===== config.mk =====
export PLATFORM = sky130hd
export DESIGN_NAME = mps_sequencer
export DESIGN_NICKNAME = d
export VERILOG_FILES = /design/src/rtl/mps_pkg.sv /design/src/rtl/mps_sequencer.sv
export SDC_FILE = /design/constraint.sdc
export NUM_CORES = 2
export LEC_CHECK = 0
export ABC_AREA = 0
export BUFFER_PORTS_ARGS = -buffer_cell sky130_fd_sc_hd__buf_2
export CAP_MARGIN = 20
export CORE_AREA = 2 2 358 538
export CTS_BUF_LIST = sky130_fd_sc_hd__clkbuf_8
export CTS_CLUSTER_SIZE = 8
export DETAILED_ROUTE_END_ITERATION = 8
export DIE_AREA = 0 0 360 540
export GPL_TIMING_DRIVEN = 0
export MAX_ROUTING_LAYER = met4
export PLACE_DENSITY = 0.66
export SETUP_SLACK_MARGIN = 0.5
export SLEW_MARGIN = 10
export SYNTH_ARGS = -nofsm -noshare
export SYNTH_HDL_FRONTEND = slang
export SYNTH_SLANG_ARGS = --single-unit

===== constraint.sdc =====
create_clock -name clk_i -period 5.8 [get_ports clk_i]
set_clock_uncertainty 0.05 [all_clocks]
set_input_delay 0.29 -clock clk_i [delete_from_list [all_inputs] [get_ports clk_i]]
set_output_delay 0.29 -clock clk_i [all_outputs]
set_load 0.02 [all_outputs]

===== src/rtl/mps_pkg.sv =====
// Package with register map, field layout, reset values and timing for the segment sequencer
package mps_pkg;

  // ----------------------------------------------------------------
  // Bus and register map
  // ----------------------------------------------------------------
  localparam int          WB_ADR_W       = 9;
  localparam logic [8:0]  ADR_CONFIG     = 9'h000;
  localparam logic [8:0]  ADR_RANGE      = 9'h004;
  localparam logic [8:0]  ADR_INPUT_CFG  = 9'h008;
  localparam logic [8:0]  ADR_STATUS     = 9'h00C;
  localparam logic [8:0]  ADR_TABLE_BASE = 9'h100;
  localparam logic [1:0]  FLD_DISP       = 2'h0;
  localparam logic [1:0]  FLD_SPEED      = 2'h1;
  localparam logic [1:0]  FLD_ACCEL      = 2'h2;
  localparam logic [1:0]  FLD_WAIT       = 2'h3;

  // ----------------------------------------------------------------
  // Field positions
  // ----------------------------------------------------------------
  localparam int CFG_MODE_LSB  = 0;
  localparam int CFG_RESUME    = 2;
  localparam int CFG_DISP_TYPE = 3;
  localparam int CFG_WAIT_UNIT = 4;
  localparam int RNG_START_LSB = 0;
  localparam int RNG_END_LSB   = 8;
  localparam int INP_SRC_LSB   = 0;
  localparam int INP_RUN_POL   = 8;
  localparam int INP_SEL_LSB   = 9;

  // ----------------------------------------------------------------
  // Encodings and limits
  // ----------------------------------------------------------------
  localparam logic [1:0]  MODE_SINGLE       = 2'h0;
  localparam logic [1:0]  MODE_CYCLIC       = 2'h1;
  localparam logic [1:0]  MODE_SELECT       = 2'h2;
  localparam logic [3:0]  POS_SRC_INTERNAL  = 4'h1;
  localparam logic [4:0]  SEG_FIRST         = 5'h01;
  localparam logic [4:0]  SEG_LAST          = 5'h10;
  localparam logic [31:0] DISP_MIN          = 32'h8000_0001;
  localparam logic [31:0] DISP_MAX          = 32'h7FFF_FFFE;
  localparam logic [12:0] SPEED_MIN         = 13'h0001;
  localparam logic [12:0] SPEED_MAX         = 13'h1388;
  localparam logic [15:0] TIME16_MIN        = 16'h0001;

  // ----------------------------------------------------------------
  // Reset values
  // ----------------------------------------------------------------
  localparam logic [31:0] RST_DISP    = 32'h0000_2710;
  localparam logic [12:0] RST_SPEED   = 13'h0064;
  localparam logic [15:0] RST_ACCEL   = 16'h0064;
  localparam logic [15:0] RST_WAIT    = 16'h0064;
  localparam logic [3:0]  RST_POS_SRC = 4'h0;

  // ----------------------------------------------------------------
  // Timing
  // ----------------------------------------------------------------
  localparam int          CLK_PERIOD_NS = 5;
  localparam int          MS_PERIOD_NS  = 1000000;
  localparam int          MS_CYCLES     = MS_PERIOD_NS / CLK_PERIOD_NS;
  localparam logic [9:0]  MS_PER_S_LAST = 10'h3E7;

endpackage


===== src/rtl/mps_sequencer.sv =====
// Multi-segment position sequencer with classic Wishbone register slave
//
// How it works
// - Sequencing runs only in position mode with command source equal to one.
// - Mode 0 steps from start segment to end segment once, then stops.
// - Mode 1 steps start to end and repeats without end.
// - Mode 2 takes each segment number from the four select inputs.
// - Start segment setting holds 1 to 16, default 1.
// - End segment setting holds 1 to 16; automatic modes count upward.
// - Four select inputs form a binary segment code driven by the host.
// - Select code plus one gives the segment number.
// - A select bit reads one when its input sits at its active level.
// - Pause is run enable falling from active to inactive while sequencing.
// - Pause aborts the current segment's remaining motion and stops.
// - Resume policy 0 continues with the segment after the interrupted one.
// - Resume policy 1 restarts from the start segment.
// - Displacement type 0 means relative to current position.
// - Displacement type 1 means absolute from the motor origin.
// - Wait between segments counts milliseconds for unit 0, seconds for unit 1.
// - Displacements are signed, clamped to -2147483647..2147483646, default 10000.
// - Segment top speed is 1 to 5000 rpm, default 100.
// - Short moves may peak below top speed; distance is never overshot.
// - Each segment has a ramp time of 1 to 65535 ms.
// - Each segment has its own wait of 1 to 65535 units.
//
// Local design decisions: the Wishbone slave port and the register offsets.
`timescale 1ns/1ps

module mps_sequencer
  import mps_pkg::*;
#(
  parameter int MS_CYCLES_P = mps_pkg::MS_CYCLES
)
(
  // Clock and reset
  input  wire logic                         clk_i,
  input  wire logic                         rst_i,
  // Wishbone slave
  input  wire logic                         cyc_i,
  input  wire logic                         stb_i,
  input  wire logic                         we_i,
  input  wire logic [mps_pkg::WB_ADR_W-1:0] adr_i,
  input  wire logic [3:0]                   sel_i,
  input  wire logic [31:0]                  dat_i,
  output logic      [31:0]                  dat_o,
  output logic                              ack_o,
  // Drive state and input terminals
  input  wire logic                         position_mode_i,
  input  wire logic                         segment_run_enable_i,
  input  wire logic [3:0]                   segment_select_bit_i,
  // Motion profile generator
  input  wire logic                         segment_done_i,
  output logic                              segment_start_o,
  output logic                              segment_abort_o,
  output logic      [4:0]                   segment_number_o,
  output logic      [31:0]                  segment_displacement_o,
  output logic      [12:0]                  segment_max_speed_o,
  output logic      [15:0]                  segment_accel_ms_o,
  output logic                              segment_absolute_o,
  output logic                              sequence_active_o,
  output logic                              sequence_done_o
);
  import mps_pkg::*;

  typedef enum logic [2:0] {ST_IDLE, ST_LOAD, ST_RUN, ST_WAIT, ST_PAUSE, ST_DONE} mps_state_e;

  // ----------------------------------------------------------------
  // Helpers
  // ----------------------------------------------------------------
  function automatic logic [31:0] merge(input logic [31:0] old, input logic [31:0] wd,
                                        input logic [3:0] be);
    logic [31:0] r;
    r = old;
    for (int b = 0; b < 4; b++)
      if (be[b]) r[8*b +: 8] = wd[8*b +: 8];
    return r;
  endfunction

  function automatic logic [4:0] clamp_seg(input logic [7:0] v);
    if (v < 8'(SEG_FIRST)) return SEG_FIRST;
    if (v > 8'(SEG_LAST))  return SEG_LAST;
    return v[4:0];
  endfunction

  function automatic logic [15:0] clamp_t16(input logic [31:0] v);
    if (v[31:16] != 16'h0000) return '1;
    if (v[15:0] < TIME16_MIN) return TIME16_MIN;
    return v[15:0];
  endfunction

  // ----------------------------------------------------------------
  // Settings and segment table
  // ----------------------------------------------------------------
  logic [1:0]  mode_q;
  logic        resume_q;
  logic        disp_type_q;
  logic        wait_unit_q;
  logic [4:0]  start_seg_q;
  logic [4:0]  end_seg_q;
  logic [3:0]  pos_src_q;
  logic        run_pol_q;
  logic [3:0]  sel_pol_q;
  logic [31:0] disp_q  [16];
  logic [12:0] speed_q [16];
  logic [15:0] accel_q [16];
  logic [15:0] wait_q  [16];

  mps_state_e  state_q;
  logic [4:0]  cur_q;
  logic [15:0] wait_left_q;

  // ----------------------------------------------------------------
  // Input synchronisers
  // ----------------------------------------------------------------
  logic       run_s1_q, run_s2_q, run_prev_q;
  logic [3:0] sel_s1_q, sel_s2_q;
  logic       run_lvl, mode_ok, go, run_fall;
  logic [3:0] sel_lvl;

  always_ff @(posedge clk_i)
  begin
    if (rst_i)
    begin
      run_s1_q   <= 1'b0;
      run_s2_q   <= 1'b0;
      run_prev_q <= 1'b0;
      sel_s1_q   <= 4'h0;
      sel_s2_q   <= 4'h0;
    end
    else
    begin
      run_s1_q   <= segment_run_enable_i;
      run_s2_q   <= run_s1_q;
      run_prev_q <= run_lvl;
      sel_s1_q   <= segment_select_bit_i;
      sel_s2_q   <= sel_s1_q;
    end
  end

  // Polarity bits give the active level of each terminal
  assign run_lvl  = run_s2_q ^ run_pol_q;
  assign sel_lvl  = sel_s2_q ^ sel_pol_q;
  assign mode_ok  = position_mode_i && (pos_src_q == POS_SRC_INTERNAL);
  assign go       = mode_ok && run_lvl;
  assign run_fall = run_prev_q && !run_lvl;

  // ----------------------------------------------------------------
  // Wishbone slave
  // ----------------------------------------------------------------
  logic       req, wr;
  logic       idle_cfg;
  logic [3:0] tidx;
  logic [1:0] tfld;
  logic [31:0] wdisp, wspeed, waccel, wwait;

  assign req      = cyc_i && stb_i && !ack_o;
  assign wr       = req && we_i;
  assign idle_cfg = (state_q == ST_IDLE) || (state_q == ST_DONE);
  assign tidx     = adr_i[7:4];
  assign tfld     = adr_i[3:2];
  assign wdisp    = merge(disp_q[tidx], dat_i, sel_i);
  assign wspeed   = merge({19'h0_0000, speed_q[tidx]}, dat_i, sel_i);
  assign waccel   = merge({16'h0000, accel_q[tidx]}, dat_i, sel_i);
  assign wwait    = merge({16'h0000, wait_q[tidx]}, dat_i, sel_i);

  always_ff @(posedge clk_i)
  begin
    if (rst_i)
    begin
      ack_o <= 1'b0;
      dat_o <= 32'h0000_0000;
    end
    else
    begin
      ack_o <= req;
      dat_o <= 32'h0000_0000;
      if (req && !we_i)
      begin
        if (adr_i[8])
        begin
          if (tfld == FLD_DISP)
            dat_o <= disp_q[tidx];
          else if (tfld == FLD_SPEED)
            dat_o <= {19'h0_0000, speed_q[tidx]};
          else if (tfld == FLD_ACCEL)
            dat_o <= {16'h0000, accel_q[tidx]};
          else
            dat_o <= {16'h0000, wait_q[tidx]};
        end
        else if (adr_i == ADR_CONFIG)
          dat_o <= {27'h000_0000, wait_unit_q, disp_type_q, resume_q, mode_q};
        else if (adr_i == ADR_RANGE)
          dat_o <= {19'h0_0000, end_seg_q, 3'h0, start_seg_q};
        else if (adr_i == ADR_INPUT_CFG)
          dat_o <= {19'h0_0000, sel_pol_q, run_pol_q, 4'h0, pos_src_q};
        else if (adr_i == ADR_STATUS)
          dat_o <= {20'h0_0000, sequence_done_o, state_q == ST_PAUSE, state_q == ST_WAIT,
                    sequence_active_o, 3'h0, cur_q};
      end
    end
  end

  // Operating settings only change while no sequence is in progress, except the run and select polarity bits, which change at any time
  always_ff @(posedge clk_i)
  begin
    if (rst_i)
    begin
      mode_q      <= MODE_SINGLE;
      resume_q    <= 1'b0;
      disp_type_q <= 1'b0;
      wait_unit_q <= 1'b0;
      start_seg_q <= SEG_FIRST;
      end_seg_q   <= SEG_FIRST;
      pos_src_q   <= RST_POS_SRC;
      run_pol_q   <= 1'b0;
      sel_pol_q   <= 4'h0;
    end
    else if (wr && !adr_i[8])
    begin
      if (adr_i == ADR_CONFIG && idle_cfg && sel_i[0])
      begin
        mode_q      <= (dat_i[CFG_MODE_LSB +: 2] > MODE_SELECT) ? MODE_SELECT
                                                                : dat_i[CFG_MODE_LSB +: 2];
        resume_q    <= dat_i[CFG_RESUME];
        disp_type_q <= dat_i[CFG_DISP_TYPE];
        wait_unit_q <= dat_i[CFG_WAIT_UNIT];
      end
      else if (adr_i == ADR_RANGE && idle_cfg)
      begin
        if (sel_i[0]) start_seg_q <= clamp_seg(dat_i[RNG_START_LSB +: 8]);
        if (sel_i[1]) end_seg_q   <= clamp_seg(dat_i[RNG_END_LSB +: 8]);
      end
      else if (adr_i == ADR_INPUT_CFG)
      begin
        if (sel_i[0] && idle_cfg) pos_src_q <= dat_i[INP_SRC_LSB +: 4];
        if (sel_i[1])
        begin
          run_pol_q <= dat_i[INP_RUN_POL];
          sel_pol_q <= dat_i[INP_SEL_LSB +: 4];
        end
      end
    end
  end

  // Segment table takes effect at the next segment load; a wait entry takes effect when its segment finishes and the wait starts
  always_ff @(posedge clk_i)
  begin
    if (rst_i)
    begin
      for (int i = 0; i < 16; i++)
      begin
        disp_q[i]  <= RST_DISP;
        speed_q[i] <= RST_SPEED;
        accel_q[i] <= RST_ACCEL;
        wait_q[i]  <= RST_WAIT;
      end
    end
    else if (wr && adr_i[8])
    begin
      if (tfld == FLD_DISP)
      begin
        if (wdisp == 32'h8000_0000)
          disp_q[tidx] <= DISP_MIN;
        else if (wdisp == 32'h7FFF_FFFF)
          disp_q[tidx] <= DISP_MAX;
        else
          disp_q[tidx] <= wdisp;
      end
      else if (tfld == FLD_SPEED)
      begin
        if (wspeed < 32'(SPEED_MIN))
          speed_q[tidx] <= SPEED_MIN;
        else if (wspeed > 32'(SPEED_MAX))
          speed_q[tidx] <= SPEED_MAX;
        else
          speed_q[tidx] <= wspeed[12:0];
      end
      else if (tfld == FLD_ACCEL)
        accel_q[tidx] <= clamp_t16(waccel);
      else
        wait_q[tidx] <= clamp_t16(wwait);
    end
  end

  // ----------------------------------------------------------------
  // Wait time base
  // ----------------------------------------------------------------
  logic [31:0] ms_cnt_q;
  logic [9:0]  sec_cnt_q;
  logic        ms_tick, unit_tick;

  assign ms_tick   = (ms_cnt_q == 32'(MS_CYCLES_P - 1));
  assign unit_tick = ms_tick && (!wait_unit_q || sec_cnt_q == MS_PER_S_LAST);

  always_ff @(posedge clk_i)
  begin
    if (rst_i || state_q != ST_WAIT)
    begin
      ms_cnt_q  <= 32'h0000_0000;
      sec_cnt_q <= 10'h000;
    end
    else
    begin
      ms_cnt_q <= ms_tick ? 32'h0000_0000 : ms_cnt_q + 32'h0000_0001;
      if (ms_tick)
        sec_cnt_q <= (sec_cnt_q == MS_PER_S_LAST) ? 10'h000 : sec_cnt_q + 10'h001;
    end
  end

  // ----------------------------------------------------------------
  // Sequencer
  // ----------------------------------------------------------------
  logic [4:0] nxt_seg;
  logic       at_end;
  logic [3:0] load_idx;

  assign at_end   = (cur_q == end_seg_q) || (cur_q == SEG_LAST);
  assign nxt_seg  = at_end ? start_seg_q : cur_q + 5'h01;
  assign load_idx = (mode_q == MODE_SELECT) ? sel_lvl : 4'(cur_q - 5'h01);

  always_ff @(posedge clk_i)
  begin
    if (rst_i)
    begin
      state_q                <= ST_IDLE;
      cur_q                  <= SEG_FIRST;
      wait_left_q            <= 16'h0000;
      segment_start_o        <= 1'b0;
      segment_abort_o        <= 1'b0;
      segment_number_o       <= SEG_FIRST;
      segment_displacement_o <= 32'h0000_0000;
      segment_max_speed_o    <= 13'h0000;
      segment_accel_ms_o     <= 16'h0000;
      segment_absolute_o     <= 1'b0;
    end
    else
    begin
      segment_start_o <= 1'b0;
      segment_abort_o <= 1'b0;
      case (state_q)
        ST_IDLE:
          if (go)
          begin
            cur_q   <= start_seg_q;
            state_q <= ST_LOAD;
          end
        ST_LOAD:
          if (!go)
            state_q <= ST_PAUSE;
          else
          begin
            cur_q                  <= 5'(load_idx) + 5'h01;
            segment_number_o       <= 5'(load_idx) + 5'h01;
            // Whole displacement goes out; the profile lowers peak speed on short moves
            segment_displacement_o <= disp_q[load_idx];
            segment_max_speed_o    <= speed_q[load_idx];
            segment_accel_ms_o     <= accel_q[load_idx];
            segment_absolute_o     <= disp_type_q;
            segment_start_o        <= 1'b1;
            state_q                <= ST_RUN;
          end
        ST_RUN:
          if (!go)
          begin
            segment_abort_o <= 1'b1;
            state_q         <= ST_PAUSE;
          end
          else if (segment_done_i)
          begin
            if (mode_q == MODE_SINGLE && at_end)
              state_q <= ST_DONE;
            else
            begin
              wait_left_q <= wait_q[4'(cur_q - 5'h01)];
              state_q     <= ST_WAIT;
            end
          end
        ST_WAIT:
          if (!go)
            state_q <= ST_PAUSE;
          else if (unit_tick)
          begin
            wait_left_q <= wait_left_q - 16'h0001;
            if (wait_left_q == 16'h0001)
            begin
              cur_q   <= nxt_seg;
              state_q <= ST_LOAD;
            end
          end
        ST_PAUSE:
          if (go)
          begin
            if (resume_q)
            begin
              cur_q   <= start_seg_q;
              state_q <= ST_LOAD;
            end
            else if (mode_q == MODE_SINGLE && at_end)
              state_q <= ST_DONE;
            else
            begin
              cur_q   <= nxt_seg;
              state_q <= ST_LOAD;
            end
          end
        ST_DONE:
          if (!run_lvl)
            state_q <= ST_IDLE;
        default:
          state_q <= ST_IDLE;
      endcase
    end
  end

  assign sequence_active_o = (state_q != ST_IDLE) && (state_q != ST_DONE);
  assign sequence_done_o   = (state_q == ST_DONE);

  // ----------------------------------------------------------------
  // Assertions
  // ----------------------------------------------------------------
  logic [31:0] wait_cyc_q;

  always_ff @(posedge clk_i)
  begin
    if (rst_i || state_q != ST_WAIT)
      wait_cyc_q <= 32'h0000_0000;
    else
      wait_cyc_q <= wait_cyc_q + 32'h0000_0001;
  end
endmodule // mps_sequencer


=== Word-level counts from Yosys, hierarchy flattened ===
Memories as Yosys holds them, arrays and structs flattened. A register that Yosys moved wholly into a read port is not among the register bits.
Index checks and enable logic that the tools add are counted.

* Add/subtract/negate cells: 6
* Order comparisons: 9
* Eq/ne operators: 35
* Mux-type cells: 197
* Bitwise operators: 11
* Reduce and logical (&&, ||, !) cells: 48

{| class="wikitable"
|+ Operators with widths
! kind !! number
|-
| 16-bit 2-to-1 mux || 26
|-
| 32-bit 2-to-1 mux || 5
|-
| 1-bit 2-to-1 mux || 108
|-
| 8-bit 2-to-1 mux || 12
|-
| 5-bit 2-to-1 mux || 17
|-
| 13-bit 2-to-1 mux || 6
|-
| 3-bit 2-to-1 mux || 12
|-
| 32-bit by 1-bit adder with 32-bit output, second input constant || 1
|-
| 32-bit by 18-bit == test with 1-bit output, second input constant || 1
|-
| 32-bit by 31-bit == test with 1-bit output, second input constant || 1
|-
| 32-bit == test, second input constant || 1
|-
| 32-bit by 13-bit greater-than comparator with 1-bit output, second input constant || 1
|-
| 16-bit by 1-bit less-than comparator with 1-bit output, second input constant || 2
|-
| 32-bit by 1-bit less-than comparator with 1-bit output, second input constant || 1
|-
| 16-bit case mux with 2 select lines || 1
|-
| 16-bit OR reduction || 2
|-
| 32-bit OR reduction || 1
|-
| 4-bit 2-to-1 mux || 5
|-
| 5-bit case mux with 4 select lines || 1
|-
| 9-bit by 4-bit == test with 1-bit output, second input constant || 2
|-
| 2-bit inequality test, second input constant || 9
|-
| 3-bit case mux with 6 select lines || 1
|-
| 16-bit by 1-bit == test with 1-bit output, second input constant || 1
|-
| 8-bit by 5-bit greater-than comparator with 1-bit output, second input constant || 2
|-
| 44 further kinds || 87
|}

* Flip-flop bits (word level): 141
* Bits in writable memories: 1,232
* Bits of input ports: 57
* Output and inout bits: 104
* Memories: 4

{| class="wikitable"
|+ Memory list
! name !! words !! width !! read ports !! clocked after Yosys merged registers in !! write ports !! line !! source
|-
| disp_q || 16 || 32 || 2 || 1 || 16 || mps_sequencer.sv:103 || <nowiki>logic [31:0] disp_q [16];</nowiki>
|-
| accel_q || 16 || 16 || 2 || 1 || 16 || mps_sequencer.sv:105 || <nowiki>logic [15:0] accel_q [16];</nowiki>
|-
| wait_q || 16 || 16 || 2 || 0 || 16 || mps_sequencer.sv:106 || <nowiki>logic [15:0] wait_q [16];</nowiki>
|-
| speed_q || 16 || 13 || 2 || 1 || 16 || mps_sequencer.sv:104 || <nowiki>logic [12:0] speed_q [16];</nowiki>
|}

=== Depth between registers and ports, before layout ===
* Depth in word-level cells: 22
* Gate-level depth with buffers: 17

=== Worst setup path after synthesis ===
No wires, ideal clock.

* Path type: register -> register
* Start: reg cur_q[0]
* End: reg cur_q[4]
* Setup time: 0.070 ns
* Arrival time: 4.380 ns
* Slack: 1.300 ns
* Stages on the path, launching flop included: 18
* Clock period less this slack: 4.500 ns
* Path through: dfxtp_1 clkbuf_1 buf_1 clkbuf_1 inv_1 ha_1 mux2_2 inv_1 clkbuf_1 clkbuf_1 clkbuf_1 ha_1 inv_1 o41a_1 o21ai_0 a21oi_1 or3_1 a21oi_1

* Longest elaborated chain between the ends: 7

{| class="wikitable"
|+ RTL lines
! item !! line !! source
|-
| from (decl) || mps_sequencer.sv:109 || <nowiki>logic [4:0] cur_q;</nowiki>
|-
| from (signal assigned) || mps_sequencer.sv:344 || <nowiki>cur_q <= start_seg_q;</nowiki>
|-
| from (signal assigned) || mps_sequencer.sv:352 || <nowiki>cur_q <= 5'(load_idx) + 5'h01;</nowiki>
|-
| from (signal assigned) || mps_sequencer.sv:386 || <nowiki>cur_q <= nxt_seg;</nowiki>
|-
| branches (longest 7 deep; another with 4-bit by 1-bit adder with 5-bit output) || n/a ||
|}

Several ways; the timed one is not identified. The select of a mux whose other input is x is not followed.
A chain may end at the register's enable or synchronous reset.

==> flow_summary.ini <==
[run_status]
status = finished with violations
violations = design-rule violations

[die]
io_pins = 161
fp.dieW_um = 360
start_util_pct = 39.8
fp.dieH_um = 540
core_area_mm2 = 0.190
dieArea_mm2 = 0.194
rows = 196

[power]
p_int_w = 0.0165
seqPwrFrac_pct = 50.0
power_leakage_nw = 30.9
power_switching_w = 0.00668
comb_power_share_pct = 11.0
pwr-share-clk_pct = 39.0
switching_share_pct = 28.9
powerDensity_mw_per_mm2 = 266
power.total_w = 0.0231
max-vdd-ir-drop_mv = 0.204

[worst_setup_path]
worstPathRequired_ns = 6.61
slowest_delay_ns = 1.03
worstPathCellList = buf_2 -> buf_4 -> buf_4 -> buf_2 -> buf_2 -> nand2_1 -> nor2_1 -> nand2_1 -> clkbuf_1 -> nor3_1
critical_path_class = in2reg
worstPathMaxFanout = 10
cp_slowest_cell = nand2_1
crit_family = buffers and inverters
end_kind = flop
arrival_ns = 6.36
start_kind = input pin
critPathBufInv = 6
timing.critical_path.mode_cell = buf_2

[route]
drt_iter0_drc = 13400
vias = 72700
dr.pass1.iters = 9
post_drt_via_cell_ratio = 7.06
wl_per_cell_um = 47.4
route.detailed.drc = 1
ant_nets = 0
wl_um = 488000

[sta]
setup_tns_ns = 0
period_share_pct = 95.8
hold_ws_ns = 0.0142
max_freq_ghz = 0.180
final.setup.worst_slack_ns = 0.241
worstMarginPinSlew_ns = 1.48
rsz0062_at_grt = true
slew_viol_final = 0
max_slew_margin_pct = 1.16
setup-violations-final = 0
hold_violations = 0
period_needed_ns = 5.56

[placed_design]
portBuffers = 154
dp_hpwl_um = 349000
place_area_mm2 = 0.0811
place_congestion = 1.16
dp_worst_setup_slack_ns = -1.70

[synth]
synth-seq-cells = 1434
synth.mux.area_fraction_pct = 13.8
seq_area_frac_synth_pct = 54.4
synth_warnings = 0
yosys.cell_types.count = 85
syn_area_per_cell_um2 = 10.8
synth_compound_area_share_pct = 6.84
synth_xor_area_share_pct = 0.603
synth-simple-area-share_pct = 20.4
synth-edff-count = 1232
syn_area_mm2 = 0.0755
synth_cells = 6975
synth_adder_area_share_pct = 0.133
synthesis.nets = 7040
synthFlopType = edfxtp_1
synthArstFlopShare_pct = 0
synth_top_family_by_area = simple AND/OR/NAND/NOR gates

[flow_run]
cap_viol_max_count = 0

[clock_network]
cts.sinks = 1434
cts_root_buf = clkbuf_8
cts_buffer_depth = 4
numCtsBuffers = 234
cts_tree = yes
path_clk_slew_ns = 0.07
insertion_delay_ns = 1.14
htree_num_levels = 4

[cells_and_area]
drive_gt1_share_pct = 17.8
final_area_mm2 = 0.0869
nets = 7613
fillers = 18100
syn_to_final_growth_pct = 15.1

[global_route]
antenna_found_initial = 62
grt_start_max_net_pins = 25
grt_pass1_vias = 68700
overflow = 0
grt_pass1_wl_um = 635000
grt_usage_pct = 50.9

[worst_hold_path]
hold_class = in2reg
## layout by cell type (no fill, tap or decap), drive strengths merged, types with 12 or more instances in the layout
cell type	netlist	layout
a311oi	247	247
nor2	931	931
nor2b	31	31
mux4	375	375
o21ai	98	98
nand4	19	19
nand2b	91	91
a22oi	46	46
a211oi	22	22
dlygate4sd3	0	58
buf	186	458
and2	12	12
mux2i	143	143
dfxtp	202	202
xor2	33	33
nor4	31	31
and3	132	132
nand2	1512	1512
clkinv	0	31
nand3	287	287
clkbuf	442	713
a21oi	183	183
o22ai	26	26
nor3	382	382
diode	0	93
inv	21	122
xnor2	19	19
or3	75	75
mux2	48	48
edfxtp	1232	1232
## registers in the layout (all words and copies together) (netlist names), 32 cells and up
signal / cells
disp_q: 512
accel_q: 256
wait_q: 256
speed_q: 208
dat_o: 32
ms_cnt_q: 32
segment_displacement_o: 32
## synthesized netlist by cell type, drive strengths merged, types with 22 or more instances
master / number / share of area (%)
nand2b: 91 / 0.75
mux2: 48 / 0.72
nor3: 382 / 2.5
mux2i: 143 / 1.9
edfxtp: 1232 / 49
mux4: 375 / 11
nor4: 31 / 0.27
and3: 132 / 1.1
a211oi: 22 / 0.23
nor2: 931 / 4.8
dfxtp: 202 / 5.4
clkbuf: 442 / 2.2
a22oi: 46 / 0.46
a311oi: 247 / 2.9
nor2b: 31 / 0.26
xor2: 33 / 0.38
nand3: 287 / 1.9
buf: 186 / 1.5
o22ai: 26 / 0.22
o21ai: 98 / 0.65
a21oi: 183 / 1.2
nand2: 1512 / 7.6
or3: 75 / 0.63
## through the flow
step / std cells / utilization [%]
after CTS: 10200 / 45.5
after floorplan: 6975 / -
after detailed placement: 9704 / 42.8
after global routing: 10300 / 45.8
final: 10300 / 45.8
after global placement: 9604 / 41.9
## tightest hold or removal path: stages
cell	delay [ns]
buf_2	0.13
mux2i_1	0.36
nor3_1	0.24
## logic make-up after synthesis
logic type      Yosys count
xor+xnor                 52
compound gates          724
mux                     566
buf+inv                 649
flops                  1434
simple gates           3542
fa+ha+maj                 8
## final timing paths
check | from | endpoint | slack [ns] | cells after the start
worst max register to register | mode_q[1] | segment_displacement_o[27] | 0.26 | 12
worst max-delay path | adr_i[4] | disp_q[15][30] | 0.24 | 10
worst min register to register | segment_max_speed_o[9] | segment_max_speed_o[9] | 0.40 | 2
worst min-delay path | dat_i[24] | disp_q[10][24] | 0.01 | 3
## power by group through the flow
stage / logic (W) / clock network [W] / registers, W
final: 0.00255 / 0.00903 / 0.0116
after detailed placement: 0.00230 / 0 / 0.0118
after global routing: 0.00249 / 0.00924 / 0.0116
after global placement: 0.00221 / 0 / 0.0118
after CTS: 0.00233 / 0.00886 / 0.0116
after floorplan: 0.00109 / 0 / 0.0117
## metal layers
layer	GRT usage [%]	vias to the layer above	wire length (um)
li1	-	26900	-
met1	51.8	35500	150000
met2	72.3	7441	206000
met3	21.3	2805	68100
met4	50.7	0	63700
met5	-	-	0
## cell type report
class / count / area [um^2] / area share (%)
multi-input combinational: 4892 / 31800 / 36.7
tap: 2475 / 3100 / 3.56
sequential: 1434 / 41000 / 47.2
timing repair buffer: 337 / 3080 / 3.54
buffer: 628 / 3080 / 3.54
inverter: 21 / 82.6 / 0.0951
clock inverter: 140 / 698 / 0.804
clock buffer: 271 / 3730 / 4.29
antenna: 93 / 233 / 0.268
## timing repair
item,CTS,global route
endpoints found under the hold margin,114,0
gates resized for setup,58,46
hold buffers,58,0
endpoints found under the setup margin,542,461
buffers inserted,0,2
pin swaps,1,1
(Power assumes the default switching activity.)
